File: src/logic/gjd_pkg.sv
// constants for jack-detect and shared pin logic
package gjd_pkg;
    localparam int          ADDR_W           = 7;
    localparam int          DATA_W           = 9;
    localparam int          NUM_OUTPUTS      = 4;
    // register offsets
    localparam logic [6:0]  ADDR_SOFT_RESET  = 7'h00;
    localparam logic [6:0]  ADDR_SLOW_CLOCK  = 7'h07;
    localparam logic [6:0]  ADDR_PIN_FUNC    = 7'h08;
    localparam logic [6:0]  ADDR_DETECT_PIN  = 7'h09;
    localparam logic [6:0]  ADDR_DETECT_OUTS = 7'h0d;
    localparam logic [6:0]  ADDR_CONV_MISC   = 7'h0e;
    localparam logic [6:0]  ADDR_PIN_STATUS  = 7'h30;
    // reset values
    localparam logic [8:0]  RST_SLOW_CLOCK   = 9'h000;
    localparam logic [8:0]  RST_PIN_FUNC     = 9'h000;
    localparam logic [8:0]  RST_DETECT_PIN   = 9'h000;
    localparam logic [8:0]  RST_DETECT_OUTS  = 9'h000;
    localparam logic [8:0]  RST_CONV_MISC    = 9'h000;
    // field positions
    localparam int          SC_EN_BIT        = 0;
    localparam int          PF_SEL_LSB       = 0;
    localparam int          PF_INV_BIT       = 3;
    localparam int          PF_PD_BIT        = 6;
    localparam int          PF_PU_BIT        = 7;
    localparam int          PF_OD_BIT        = 8;
    localparam int          DP_SEL_LSB       = 4;
    localparam int          DP_EN_BIT        = 6;
    localparam int          DO_LOW_LSB       = 0;
    localparam int          DO_HIGH_LSB      = 4;
    localparam int          CM_DIV_LSB       = 4;
    // pin function codes
    localparam logic [2:0]  FN_INPUT         = 3'h0;
    localparam logic [2:0]  FN_RESERVED      = 3'h1;
    localparam logic [2:0]  FN_TEMP_OK       = 3'h2;
    localparam logic [2:0]  FN_AUTO_MUTE     = 3'h3;
    localparam logic [2:0]  FN_PLL_CLOCK     = 3'h4;
    localparam logic [2:0]  FN_PLL_LOCK      = 3'h5;
    localparam logic [2:0]  FN_DRIVE_LOW     = 3'h6;
    localparam logic [2:0]  FN_DRIVE_HIGH    = 3'h7;
    // detect source codes
    localparam logic [1:0]  SRC_SHARED       = 2'h0;
    localparam logic [1:0]  SRC_LEFT         = 2'h1;
    localparam logic [1:0]  SRC_RIGHT        = 2'h2;
    // slow tick period in master-clock cycles
    localparam int          SLOW_TICK_CYCLES = 2097152;
    // synchroniser lane indices
    localparam int          LN_SHARED        = 0;
    localparam int          LN_LEFT          = 1;
    localparam int          LN_RIGHT         = 2;
    localparam int          LN_MODE          = 3;
endpackage

File: src/logic/gjd_top.sv
// shared pin function, jack-detect debounce and output-enable masking
`timescale 1ns/1ns
`default_nettype none
// Notes on behaviour
// - three-bit code picks shared pin function
// - pin is input after reset; mode-dependent use
// - three-wire mode forces pin to chip select
// - invert bit affects output only, not detection
// - pin control bit 6 enables pull-down
// - pin control bit 7 enables pull-up
// - pin control bit 8 selects open drain
// - bits 5:4 divide pll clock by 1-4
// - same field sets high-pass cutoff
// - detect switching from pins in two-wire mode
// - debounce on 2^21-cycle tick, gated by enable
// - no detect switching without slow tick enabled
// - low set when level 0, high when 1
// - effective enable is normal AND detect enable
// - detect disabled forces detect enables to ones
// - bits 5:4 choose detect source pin
// - line pins detect only; shared pin either
// - two 4-bit enable sets, bits 3:0, 7:4
module gjd_top
#(
    parameter int TICK_CYCLES = gjd_pkg::SLOW_TICK_CYCLES
) (
    // clock and reset
    input  wire logic                         clock_in,
    input  wire logic                         rst_in,
    // register port
    input  wire logic                         reg_write_in,
    input  wire logic                         reg_read_in,
    input  wire logic [gjd_pkg::ADDR_W-1:0]   reg_addr_in,
    input  wire logic [gjd_pkg::DATA_W-1:0]   reg_wdata_in,
    output logic      [gjd_pkg::DATA_W-1:0]   reg_rdata_out,
    // pins
    input  wire logic                         mode_pin_in,
    input  wire logic                         shared_select_pin_in,
    output logic                              shared_select_pin_out,
    output logic                              shared_select_pin_oe_out,
    output logic                              pin_pull_up_en_out,
    output logic                              pin_pull_down_en_out,
    input  wire logic                         left_line_detect_pin_in,
    input  wire logic                         right_line_detect_pin_in,
    // internal flags and pll enable
    input  wire logic                         temp_ok_in,
    input  wire logic                         auto_mute_in,
    input  wire logic                         pll_lock_in,
    input  wire logic                         pll_tick_in,
    // output enables
    input  wire logic [gjd_pkg::NUM_OUTPUTS-1:0] normal_en_in,
    output logic      [gjd_pkg::NUM_OUTPUTS-1:0] out_en_out,
    // status toward the rest of the device
    output logic                              chip_select_in_out,
    output logic      [1:0]                   highpass_cutoff_select_out,
    output logic                              detect_level_out
);
    import gjd_pkg::*;

    logic [8:0] slow_r, slow_nxt;
    logic [8:0] pf_r, pf_nxt;
    logic [8:0] dp_r, dp_nxt;
    logic [8:0] do_r, do_nxt;
    logic [8:0] cm_r, cm_nxt;
    logic [8:0] rdata_r, rdata_nxt;

    logic [3:0] s1_r, s2_r, s3_r, clean_r, clean_nxt;

    logic       pin_r, pin_nxt;
    logic       oe_r, oe_nxt;
    logic       pu_r, pd_r;
    logic       cs_r, cs_nxt;
    logic [NUM_OUTPUTS-1:0] en_r, en_nxt;

    logic       three_wire;
    logic [2:0] fn_sel;
    logic [1:0] src_sel;
    logic [1:0] div_code;
    logic       det_en;
    logic       slow_en;
    logic       det_raw;
    logic       sample_en;
    logic       det_level;
    logic       div_clk;
    logic       gp_val;
    logic       out_val;
    logic       drive;
    logic [NUM_OUTPUTS-1:0] jd_mask;

    assign three_wire = clean_r[LN_MODE];
    assign fn_sel     = pf_r[PF_SEL_LSB +: 3];
    assign src_sel    = dp_r[DP_SEL_LSB +: 2];
    assign div_code   = cm_r[CM_DIV_LSB +: 2];
    assign det_en     = dp_r[DP_EN_BIT];
    assign slow_en    = slow_r[SC_EN_BIT];

    // registers; software reset write restores all defaults
    always_comb begin
        slow_nxt  = slow_r;
        pf_nxt    = pf_r;
        dp_nxt    = dp_r;
        do_nxt    = do_r;
        cm_nxt    = cm_r;
        rdata_nxt = rdata_r;
        if (reg_write_in) begin
            case (reg_addr_in)
                ADDR_SOFT_RESET: begin
                    slow_nxt = RST_SLOW_CLOCK;
                    pf_nxt   = RST_PIN_FUNC;
                    dp_nxt   = RST_DETECT_PIN;
                    do_nxt   = RST_DETECT_OUTS;
                    cm_nxt   = RST_CONV_MISC;
                end
                ADDR_SLOW_CLOCK:  slow_nxt = reg_wdata_in;
                ADDR_PIN_FUNC:    pf_nxt   = reg_wdata_in;
                ADDR_DETECT_PIN:  dp_nxt   = reg_wdata_in;
                ADDR_DETECT_OUTS: do_nxt   = reg_wdata_in;
                ADDR_CONV_MISC:   cm_nxt   = reg_wdata_in;
                default:          slow_nxt = slow_r;
            endcase
        end
        if (reg_read_in) begin
            case (reg_addr_in)
                ADDR_SLOW_CLOCK:  rdata_nxt = slow_r;
                ADDR_PIN_FUNC:    rdata_nxt = pf_r;
                ADDR_DETECT_PIN:  rdata_nxt = dp_r;
                ADDR_DETECT_OUTS: rdata_nxt = do_r;
                ADDR_CONV_MISC:   rdata_nxt = cm_r;
                ADDR_PIN_STATUS:  rdata_nxt = {5'h00, clean_r[LN_SHARED], three_wire,
                                               oe_r, det_level};
                default:          rdata_nxt = 9'h000;
            endcase
        end
    end

    always_ff @(posedge clock_in or posedge rst_in) begin
        if (rst_in) begin
            slow_r  <= RST_SLOW_CLOCK;
            pf_r    <= RST_PIN_FUNC;
            dp_r    <= RST_DETECT_PIN;
            do_r    <= RST_DETECT_OUTS;
            cm_r    <= RST_CONV_MISC;
            rdata_r <= 9'h000;
        end else begin
            slow_r  <= slow_nxt;
            pf_r    <= pf_nxt;
            dp_r    <= dp_nxt;
            do_r    <= do_nxt;
            cm_r    <= cm_nxt;
            rdata_r <= rdata_nxt;
        end
    end

    // pin synchronisers: a change counts once stages two and three agree
    always_comb begin
        for (int i = 0; i < 4; i++) begin
            clean_nxt[i] = (s2_r[i] == s3_r[i]) ? s3_r[i] : clean_r[i];
        end
    end

    always_ff @(posedge clock_in or posedge rst_in) begin
        if (rst_in) begin
            s1_r    <= 4'h0;
            s2_r    <= 4'h0;
            s3_r    <= 4'h0;
            clean_r <= 4'h0;
        end else begin
            s1_r    <= {mode_pin_in, right_line_detect_pin_in,
                        left_line_detect_pin_in, shared_select_pin_in};
            s2_r    <= s1_r;
            s3_r    <= s2_r;
            clean_r <= clean_nxt;
        end
    end

    gjd_clk_div u_clk_div (
        .clock_in    (clock_in),
        .rst_in      (rst_in),
        .tick_in     (pll_tick_in),
        .div_code_in (div_code),
        .clk_out     (div_clk)
    );

    // detect source; raw pin level, never the inverted output value
    always_comb begin
        det_raw   = det_level;
        sample_en = 1'b0;
        case (src_sel)
            SRC_SHARED: begin
                det_raw   = clean_r[LN_SHARED];
                sample_en = (fn_sel == FN_INPUT) || (fn_sel == FN_RESERVED);
            end
            SRC_LEFT: begin
                det_raw   = clean_r[LN_LEFT];
                sample_en = 1'b1;
            end
            SRC_RIGHT: begin
                det_raw   = clean_r[LN_RIGHT];
                sample_en = 1'b1;
            end
            default: begin
                det_raw   = det_level;
                sample_en = 1'b0;
            end
        endcase
        sample_en = sample_en && det_en && !three_wire;
    end

    gjd_debounce #(
        .TICK_CYCLES (TICK_CYCLES)
    ) u_debounce (
        .clock_in     (clock_in),
        .rst_in       (rst_in),
        .slow_en_in   (slow_en),
        .sample_en_in (sample_en),
        .raw_in       (det_raw),
        .level_out    (det_level),
        .tick_out     ()
    );

    // pin drive, masking and chip select
    always_comb begin
        case (fn_sel)
            FN_TEMP_OK:    gp_val = temp_ok_in;
            FN_AUTO_MUTE:  gp_val = auto_mute_in;
            FN_PLL_CLOCK:  gp_val = div_clk;
            FN_PLL_LOCK:   gp_val = pll_lock_in;
            FN_DRIVE_HIGH: gp_val = 1'b1;
            default:       gp_val = 1'b0;
        endcase
        out_val = gp_val ^ pf_r[PF_INV_BIT];
        // input and reserved codes leave the pin undriven
        drive   = !three_wire && (fn_sel != FN_INPUT) && (fn_sel != FN_RESERVED);
        if (pf_r[PF_OD_BIT]) begin
            pin_nxt = 1'b0;
            oe_nxt  = drive && !out_val;
        end else begin
            pin_nxt = out_val;
            oe_nxt  = drive;
        end
        cs_nxt  = three_wire ? clean_r[LN_SHARED] : 1'b1;
        if (det_en) begin
            jd_mask = det_level ? do_r[DO_HIGH_LSB +: NUM_OUTPUTS]
                                : do_r[DO_LOW_LSB +: NUM_OUTPUTS];
        end else begin
            jd_mask = {NUM_OUTPUTS{1'b1}};
        end
        en_nxt = normal_en_in & jd_mask;
    end

    always_ff @(posedge clock_in or posedge rst_in) begin
        if (rst_in) begin
            pin_r <= 1'b0;
            oe_r  <= 1'b0;
            pu_r  <= 1'b0;
            pd_r  <= 1'b0;
            cs_r  <= 1'b1;
            en_r  <= {NUM_OUTPUTS{1'b0}};
        end else begin
            pin_r <= pin_nxt;
            oe_r  <= oe_nxt;
            pu_r  <= pf_r[PF_PU_BIT];
            pd_r  <= pf_r[PF_PD_BIT];
            cs_r  <= cs_nxt;
            en_r  <= en_nxt;
        end
    end

    assign reg_rdata_out              = rdata_r;
    assign shared_select_pin_out      = pin_r;
    assign shared_select_pin_oe_out   = oe_r;
    assign pin_pull_up_en_out         = pu_r;
    assign pin_pull_down_en_out       = pd_r;
    assign chip_select_in_out         = cs_r;
    assign out_en_out                 = en_r;
    assign highpass_cutoff_select_out = div_code;
    assign detect_level_out           = det_level;

    a_three_wire_cs: assert property (@(posedge clock_in) disable iff (rst_in)
        three_wire |=> (!shared_select_pin_oe_out && chip_select_in_out == $past(clean_r[0])))
        else $error("shared pin not a chip select in three-wire mode");
    a_input_undriven: assert property (@(posedge clock_in) disable iff (rst_in)
        (fn_sel == FN_INPUT) |=> !shared_select_pin_oe_out)
        else $error("shared pin driven while set as input");
    a_drive_high: assert property (@(posedge clock_in) disable iff (rst_in)
        (fn_sel == FN_DRIVE_HIGH && pf_r[8:3] == 6'h00 && !three_wire)
        |=> (shared_select_pin_oe_out && shared_select_pin_out))
        else $error("drive-one code did not drive the pin high");
    a_invert_output: assert property (@(posedge clock_in) disable iff (rst_in)
        (fn_sel == FN_DRIVE_LOW && pf_r[PF_INV_BIT] && !pf_r[PF_OD_BIT] && !three_wire)
        |=> (shared_select_pin_oe_out && shared_select_pin_out))
        else $error("inverted drive-zero did not read high");
    a_open_drain: assert property (@(posedge clock_in) disable iff (rst_in)
        pf_r[PF_OD_BIT] |=> !(shared_select_pin_oe_out && shared_select_pin_out))
        else $error("open drain pin drove high");
    a_pull_up_en: assert property (@(posedge clock_in) disable iff (rst_in)
        pf_r[PF_PU_BIT] |=> pin_pull_up_en_out)
        else $error("pull-up not enabled");
    a_pull_down_en: assert property (@(posedge clock_in) disable iff (rst_in)
        !pf_r[PF_PD_BIT] |=> !pin_pull_down_en_out)
        else $error("pull-down enabled while bit clear");
    a_detect_off_mask: assert property (@(posedge clock_in) disable iff (rst_in)
        !det_en |=> (out_en_out == $past(normal_en_in)))
        else $error("outputs masked while detection disabled");
    a_mask_and: assert property (@(posedge clock_in) disable iff (rst_in)
        1'b1 |=> ((out_en_out & ~$past(normal_en_in)) == 4'h0))
        else $error("output enabled without its normal enable");
    a_mask_select: assert property (@(posedge clock_in) disable iff (rst_in)
        (det_en && det_level) |=> (out_en_out == $past(normal_en_in & do_r[7:4])))
        else $error("high detect set not applied");
    a_three_wire_hold: assert property (@(posedge clock_in) disable iff (rst_in)
        (three_wire ##1 three_wire) |=> $stable(det_level))
        else $error("detect level moved in three-wire mode");
endmodule
`default_nettype wire

File: src/logic/gjd_debounce.sv
// slow tick generator and detect-level debouncer
`timescale 1ns/1ns
`default_nettype none
module gjd_debounce #(
    parameter int TICK_CYCLES = 2097152
) (
    // clock and reset
    input  wire logic clock_in,
    input  wire logic rst_in,
    // control
    input  wire logic slow_en_in,
    input  wire logic sample_en_in,
    input  wire logic raw_in,
    // results
    output logic      level_out,
    output logic      tick_out
);
    localparam int TW = (TICK_CYCLES > 1) ? $clog2(TICK_CYCLES) : 1;
    localparam logic [TW-1:0] LAST = TW'(TICK_CYCLES - 1);

    logic [TW-1:0] cnt_r;
    logic [TW-1:0] cnt_nxt;
    logic          tick_r;
    logic          tick_nxt;
    logic          last_r;
    logic          last_nxt;
    logic          level_r;
    logic          level_nxt;

    always_comb begin
        cnt_nxt   = cnt_r;
        tick_nxt  = 1'b0;
        last_nxt  = last_r;
        level_nxt = level_r;
        // counter parks while disabled, so the tick is gated
        if (slow_en_in) begin
            if (cnt_r == LAST) begin
                cnt_nxt  = '0;
                tick_nxt = 1'b1;
            end else begin
                cnt_nxt = cnt_r + TW'(1);
            end
        end
        // level moves only if the same value is seen on two ticks
        if (tick_r && sample_en_in) begin
            last_nxt = raw_in;
            if (raw_in == last_r) begin
                level_nxt = raw_in;
            end
        end
    end

    always_ff @(posedge clock_in or posedge rst_in) begin
        if (rst_in) begin
            cnt_r   <= '0;
            tick_r  <= 1'b0;
            last_r  <= 1'b0;
            level_r <= 1'b0;
        end else begin
            cnt_r   <= cnt_nxt;
            tick_r  <= tick_nxt;
            last_r  <= last_nxt;
            level_r <= level_nxt;
        end
    end

    assign level_out = level_r;
    assign tick_out  = tick_r;

    a_hold_when_off: assert property (@(posedge clock_in) disable iff (rst_in)
        (!slow_en_in ##1 !slow_en_in) |=> $stable(level_r))
        else $error("detect level moved with slow tick disabled");
    a_tick_spacing: assert property (@(posedge clock_in) disable iff (rst_in)
        (tick_r && TICK_CYCLES > 1) |=> !tick_r)
        else $error("slow tick fired on consecutive cycles");
endmodule
`default_nettype wire

File: src/logic/gjd_clk_div.sv
// divider for the pll clock sent to the shared pin
`timescale 1ns/1ns
`default_nettype none
module gjd_clk_div (
    // clock and reset
    input  wire logic       clock_in,
    input  wire logic       rst_in,
    // pll half-period enable and ratio code
    input  wire logic       tick_in,
    input  wire logic [1:0] div_code_in,
    // divided clock level
    output logic            clk_out
);
    logic [1:0] cnt_r;
    logic [1:0] cnt_nxt;
    logic       clk_r;
    logic       clk_nxt;

    // code n divides by n+1: toggle every n+1 half periods
    always_comb begin
        cnt_nxt = cnt_r;
        clk_nxt = clk_r;
        if (tick_in) begin
            if (cnt_r >= div_code_in) begin
                cnt_nxt = 2'h0;
                clk_nxt = ~clk_r;
            end else begin
                cnt_nxt = cnt_r + 2'h1;
            end
        end
    end

    always_ff @(posedge clock_in or posedge rst_in) begin
        if (rst_in) begin
            cnt_r <= 2'h0;
            clk_r <= 1'b0;
        end else begin
            cnt_r <= cnt_nxt;
            clk_r <= clk_nxt;
        end
    end

    assign clk_out = clk_r;

    a_div_by_one: assert property (@(posedge clock_in) disable iff (rst_in)
        (tick_in && div_code_in == 2'h0) |=> (clk_r != $past(clk_r)))
        else $error("divide by one did not toggle on each tick");
    a_div_hold: assert property (@(posedge clock_in) disable iff (rst_in)
        (tick_in && cnt_r < div_code_in) |=> $stable(clk_r))
        else $error("divided clock toggled early");
endmodule
`default_nettype wire

File: config.mk
export PLATFORM = sky130hd
export DESIGN_NAME = gjd_top
export DESIGN_NICKNAME = d
export VERILOG_FILES = /design/src/logic/gjd_pkg.sv /design/src/logic/gjd_top.sv /design/src/logic/gjd_debounce.sv /design/src/logic/gjd_clk_div.sv
export SDC_FILE = /design/constraint.sdc
export NUM_CORES = 1
export LEC_CHECK = 0
export CAP_MARGIN = 20
export CORE_ASPECT_RATIO = 0.9
export CORE_UTILIZATION = 38
export DETAILED_ROUTE_END_ITERATION = 12
export DONT_BUFFER_PORTS = 1
export PLACE_DENSITY = 0.55
export SLEW_MARGIN = 10
export SYNTH_ARGS = -nofsm -noshare
export SYNTH_HDL_FRONTEND = slang
export SYNTH_SLANG_ARGS = --single-unit
File: constraint.sdc
create_clock -name clock_in -period 4.1 [get_ports clock_in]
set_clock_uncertainty 0.1 [all_clocks]
set_input_delay 0.205 -clock clock_in [delete_from_list [all_inputs] [get_ports clock_in]]
set_output_delay 0.205 -clock clock_in [all_outputs]
set_load 0.05 [all_outputs]
Yosys cells after proc, flatten, opt, wreduce, memory -nomap -nowiden
Index checks and enable logic that the tools add are counted.
Widths: inputs -> output; s select.
{"block": "classes", "addsub": 2, "order_cmp": 1, "bitwise_logic": 3, "n_reduce_logical": 26, "muxes": 18, "eq_ne": 21}
{"cell": "$pmux 9 s2", "n": 5}
{"cell": "$pmux 9 s6", "n": 1}
{"cell": "$eq 7x4->1 const B", "n": 4}
{"cell": "$add 21x1->21 const B", "n": 1}
{"cell": "$eq 21x21->1 const B", "n": 1}
{"cell": "$mux 21", "n": 1}
{"cell": "$reduce_and 2->1", "n": 7}
{"cell": "$reduce_bool 2->1", "n": 5}
{"cell": "$eq 3x3->1 const B", "n": 3}
{"cell": "$mux 4", "n": 2}
{"cell": "$eq 7x3->1 const B", "n": 1}
{"cell": "$eq 7x6->1 const B", "n": 1}
{"cell": "$logic_not 7->1", "n": 1}
{"cell": "$eq 3x2->1 const B", "n": 2}
{"cell": "$logic_and 1x1->1", "n": 6}
{"cell": "$eq 1x1->1", "n": 5}
{"cell": "$mux 1", "n": 5}
{"cell": "$pmux 1 s5", "n": 1}
{"cell": "$and 4x4->4", "n": 1}
{"cell": "$eq 3x1->1 const B", "n": 1}
{"cell": "$logic_not 3->1", "n": 1}
{"cell": "$ne 3x1->1 const B", "n": 1}
{"cell": "$pmux 1 s3", "n": 1}
{"cell": "$reduce_bool 3->1", "n": 1}
{"cell": "other kinds (12)", "n": 13}
{"block": "word_totals", "reg_bits": 106, "inputBits": 32}

Depth between registers and ports, before layout
{"block": "depth", "ltp_word": 7, "depth_mapped": 7, "depth_no_buf": 6}

Hierarchy
A second synthesis with hierarchy kept.
{"block": "unflattened", "hier_cells": 410, "area_unflattened_um2": 4805.9}
{"mod": "gjd_top", "area_per_inst_um2": 3460.8, "instances": 1, "cells_per_inst": 281}
{"mod": "gjd_debounce", "area_per_inst_um2": 1172.4, "instances": 1, "cells_per_inst": 112}
{"mod": "gjd_clk_div", "area_per_inst_um2": 172.7, "instances": 1, "cells_per_inst": 17}

Worst setup path after synthesis
OpenSTA, ideal clock, no wires.
{"block": "synth_timing", "kind": "register to register", "startpoint": "reg dp_r[4]", "endpoint": "reg u_debounce.level_r (netlist: u_debounce.level_out)", "setup_ps": 94, "t_arrival_ps": 1573, "period_less_slack_ps": 1767, "setup_slack_ps": 2333, "stages_incl_launch_ff": 6, "cell_sequence": "dfrtp_1 > ha_1 > nor4bb_1 > o21ai_0 > or3b_1 > a211oi_1"}
{"block": "synth_via", "elab_chain_cells": 7, "word_cells_on_any_way": 11, "cone_classes": "eq/ne (3); mux (2); reduce/logical (6)"}
{"element": "start, declared", "line_no": "gjd_top.sv:62", "rtl": "logic [8:0] dp_r, dp_nxt;"}
{"element": "start signal, assigned", "line_no": "gjd_top.sv:147", "rtl": "dp_r <= dp_nxt;"}
{"element": "$eq 2x2->1 or $eq 2x1->1 (tied branches)", "line_no": "gjd_top.sv:188", "rtl": "case (src_sel)"}
{"element": "$reduce_or 2->1 (no line)"}
{"element": "$pmux 1 s2", "line_no": "gjd_top.sv:188"}
{"element": "$logic_and 1x1->1 (2 in a row)", "line_no": "gjd_top.sv:206", "rtl": "sample_en = sample_en && det_en && !three_wire;"}
{"element": "$logic_and 1x1->1", "line_no": "gjd_debounce.sv:45", "rtl": "if (tick_r && sample_en_in) begin"}
{"element": "$reduce_and 2->1 (no line)"}
{"element": "end signal, assigned", "line_no": "gjd_debounce.sv:63", "rtl": "level_r <= level_nxt;"}
{"element": "end, declared", "line_no": "gjd_debounce.sv:27", "rtl": "logic level_r;"}
Several ways; a longest one is shown, not always the timed one.
A chain may end at the register's enable or synchronous reset.

Worst setup path after layout
{"block": "layout_timing", "startpoint": "reg u_debounce.cnt_r[7]", "endpoint": "reg u_debounce.cnt_r[13]"}
{"block": "layout_via", "elab_chain_cells": 2, "word_cells_on_any_way": 3, "cone_classes": "add/sub (1); eq/ne (1); mux (1)"}
{"element": "start, declared", "line_no": "gjd_debounce.sv:21", "rtl": "logic [TW-1:0] cnt_r;"}
{"element": "start signal, assigned", "line_no": "gjd_debounce.sv:60", "rtl": "cnt_r <= cnt_nxt;"}
{"element": "$add 21x1->21 or $eq 21x21->1 (tied branches)", "line_no": "gjd_debounce.sv:41, gjd_debounce.sv:37"}
{"element": "$mux 21 *", "line_no": "gjd_debounce.sv:37", "rtl": "if (cnt_r == LAST) begin"}
Every way passes the cells marked *; elsewhere a longest branch is shown, timed or not.

==> results_dict.tcl <==
set metrics [dict create \
    status "finished clean" \
    setup_violations 0 \
    gp_congestion 0.8233 \
    drv_slew 0 \
    vias 3062 \
    drt_iter0_drc 177 \
    yosysWarnings 0 \
    min_period_over_period_pct 50.11 \
    grt_remaining_overflow 0 \
    synth_xor_area_share_pct 3.274 \
    synth_top_area_share_pct 57.77 \
    netSwitchingFraction_pct 24.62 \
    cp_slowest_cell "nor4_1" \
    syn_nets 405 \
    syn_inst 366 \
    synth_top_cell_by_area "dfrtp_1" \
    power.net_switching_w 0.0005708 \
    grt_usage_pct 18.67 \
    num_antenna_cells 0 \
    place_ws_ps 2081 \
    grt_max_degree 83 \
    grt_pass1_vias 3167 \
    wl_mm 10.70 \
    synth.distinct_cells 59 \
    die-area_um2 12410 \
    first_pass_iters 5 \
    fin_nets 417 \
    htreeDepth 3 \
    synthFlopType "dfrtp_1" \
    cts_tree "done" \
    synth.most_common_cell "dfrtp_1" \
    ant_nets 0 \
    fp.dieW_um 117.3 \
    async_reset_ff_share_pct 100.0 \
    crit_arrival_ps 2170 \
    critical_path_required_ps 4210 \
    antenna_found_initial 0 \
    rsz0062_at_grt "no" \
    drc 0 \
    port_buffers 0 \
    reg2regPathDepth 4 \
    pwr-share-clk_pct 39.8 \
    ir_worst_vdd_v 0.0002233 \
    hp-start "reg_read_in" \
    max_stage_delay_ps 610 \
    syn_to_final_growth_pct 14.28 \
    end_kind "register" \
    ys_seq_area_share_pct 58.35 \
    power_density_nw_per_um2 446.1 \
    ys_ff_latch 106 \
    synth_common_cells "dfrtp_1 (105), a22o_1 (45), nand2_1 (21)" \
    max_slew_margin_pct 44.36 \
    design_area_um2 5197 \
    final_cells 539 \
    p_leak_nw 2.295 \
    p_int_w 0.001748 \
    synth_fa_ha_area_share_pct 2.806 \
    viasPerCell 5.681 \
    period_minus_slack_ps 2054 \
    io-pin-count 53 \
    clk_pin_slew_ps 70 \
    fp-row-count 37 \
    cp_max_fo 11 \
    tightestPinTransition_ps 829.0 \
    min_to "reg_rdata_out[6]$_DFFE_PP0P_" \
    cts_buffer_depth 2 \
    placed_area_um2 4659 \
    synthMuxAreaShare_pct 3.439 \
    path_cells "nand4_1 -> nor4_1 -> and4_1 -> a21oi_1" \
    path_class "reg -> reg" \
    clk_latency_ps 350 \
    p_seq_share_pct 52.6 \
    grt_pass1_wl_mm 17.50 \
    synth_edf_count 0 \
    core_um2 11530 \
    fin_tns_setup_ps 0 \
    synth-compound-area-share_pct 17.85 \
    final_hold_viol_count 0 \
    cts_root_buffer "clkbuf_16" \
    fmax_mhz 486.7 \
    dp.cells 503 \
    timing.rr.end "u_debounce.cnt_r[13]$_DFFE_PP0P_" \
    fp.dieH_um 105.8 \
    yosys-top-cells-area "dfrtp_1 (58%), a22o_1 (8.7%), mux2i_1 (2.2%), ha_1 (1.9%), nand2_1 (1.7%)" \
    wl_per_cell_um 19.85 \
    dp_hpwl_mm 7.238 \
    whs_path_depth 2 \
    pwr-share-comb_pct 7.6 \
    synth_top_family_by_area "compound AO/OA/AOI/OAI gates" \
    initial_core_util_pct 39.46 \
    cts_buffers 9 \
    power_w 0.002319 \
    cp-start-kind "register" \
    synth.avg_cell_area_um2 12.43 \
    drv_cap 0 \
    drive_above_1_share_pct 8.355 \
    clock-sinks 106 \
    synth-simple-area-share_pct 11.47 \
    synth_area_um2 4548 \
    fin_ws_ps 2046 \
    r2r_slack_ps 2050 \
    hold_class "in -> reg" \
    reg2reg_from "u_debounce.cnt_r[7]$_DFFE_PP0P_" \
]
[worst max-delay path, delay by kind of cell (launching register included)]
kind | cells | cell delay (ps)
flip-flops | 1 | 410
AND/OR/NAND/NOR | 3 | 1300
AO/OA/AOI/OAI | 1 | 110
[power by group through the flow]
stage | registers [W] | clock network [W] | logic, W
floorplan | 0.00121 | 0 | 0.000139
global placement | 0.00124 | 0 | 0.000148
detailed placement | 0.00124 | 0 | 0.000152
CTS | 0.00122 | 0.000951 | 0.000178
global route | 0.00123 | 0.000996 | 0.000203
finish | 0.00122 | 0.000922 | 0.000177
[routing by layer]
| layer | track usage [%] | part of all wire (%) | vias up |
|---|---|---|---|
| met3 | 5.952 | 5.9 | 13 |
| met4 | 5.844 | 1.4 | 0 |
| met1 | 25.24 | 46 | 1559 |
| li1 | - | - | 1393 |
| met2 | 28.44 | 47 | 97 |
| met5 | 0 | 0 | - |
[area by class of cell]
type	count	area, µm²
inverters	9	36.28
clock buffers	10	229.0
flip-flops and latches	106	2654
fillers	1049	6330
repair buffers	21	225.2
well taps	156	195.2
clock inverters	6	91.34
multi-input cells	231	1767
[flip-flops by register name (all words and copies together), names as in the netlist, 2 cells and up]
register,count
u_clk_div.cnt_r,2
slow_r,9
cm_r,9
dp_r,9
s2_r,4
s3_r,4
s1_r,4
u_debounce.cnt_r,21
out_en_out,4
clean_r,4
reg_rdata_out,9
do_r,9
pf_r,9
[cell usage in the layout (no fill, tap or decap), types with 3 or more instances in the layout]
cell             n
dfrtp_1        105
a22o_1          45
nand2_1         21
dlygate4sd3_1   19
nor2_1          12
a21oi_1         10
mux2i_1         10
xor2_1           9
o2bb2ai_1        9
clkbuf_16        9
nand3_1          8
xnor2_1          8
inv_1            7
ha_1             7
and3_1           6
mux2_2           5
a222oi_1         5
nand4_1          5
nor3_1           5
maj3_1           4
a21boi_0         4
and4_1           4
o21ai_0          4
a221o_1          4
a221oi_1         4
a21o_1           3
o21ai_1          3
nand2b_1         3
o31ai_1          3
clkinvlp_4       3
[worst max path at each step]
| stage | from | end | slack [ps] | cells past startpoint |
|---|---|---|---|---|
| 2_1_floorplan | rst_in | clean_r[0]$_DFFE_PP0N_ | 1010 | 1 |
| 3_3_place_gp | u_debounce.cnt_r[7]$_DFFE_PP0P_ | u_debounce.cnt_r[5]$_DFFE_PP0P_ | 2220 | 4 |
| 3_5_place_dp | u_debounce.cnt_r[7]$_DFFE_PP0P_ | u_debounce.cnt_r[5]$_DFFE_PP0P_ | 2080 | 4 |
| 4_1_cts | u_debounce.cnt_r[7]$_DFFE_PP0P_ | u_debounce.cnt_r[0]$_DFFE_PP0P_ | 2090 | 4 |
| 5_1_grt | u_debounce.cnt_r[7]$_DFFE_PP0P_ | u_debounce.cnt_r[0]$_DFFE_PP0P_ | 1760 | 4 |
| 6_report | u_debounce.cnt_r[7]$_DFFE_PP0P_ | u_debounce.cnt_r[13]$_DFFE_PP0P_ | 2050 | 4 |
[stage by stage]
stage / hold WS [ps] / util, %
floorplan: 136.4 / -
global placement: 136.5 / 40.42
detailed placement: 136.5 / 40.42
CTS: 97.40 / 44.85
global route: 108.5 / 45.09
finish: 113.6 / 45.09
[logic make-up after synthesis]
| family | Yosys count |
|---|---|
| buf+inv | 29 |
| simple gates | 87 |
| flops | 106 |
| compound gates | 101 |
| xor+xnor | 17 |
| mux | 15 |
| fa+ha+maj | 11 |
[what timing repair did]
action                     4_1_cts  5_1_grt
setup endpoints to repair        0        0
hold endpoints to repair       136        0
hold buffers                    19        0
setup buffers                    0        0
resized for setup                0        0
(Power assumes the default switching activity.)
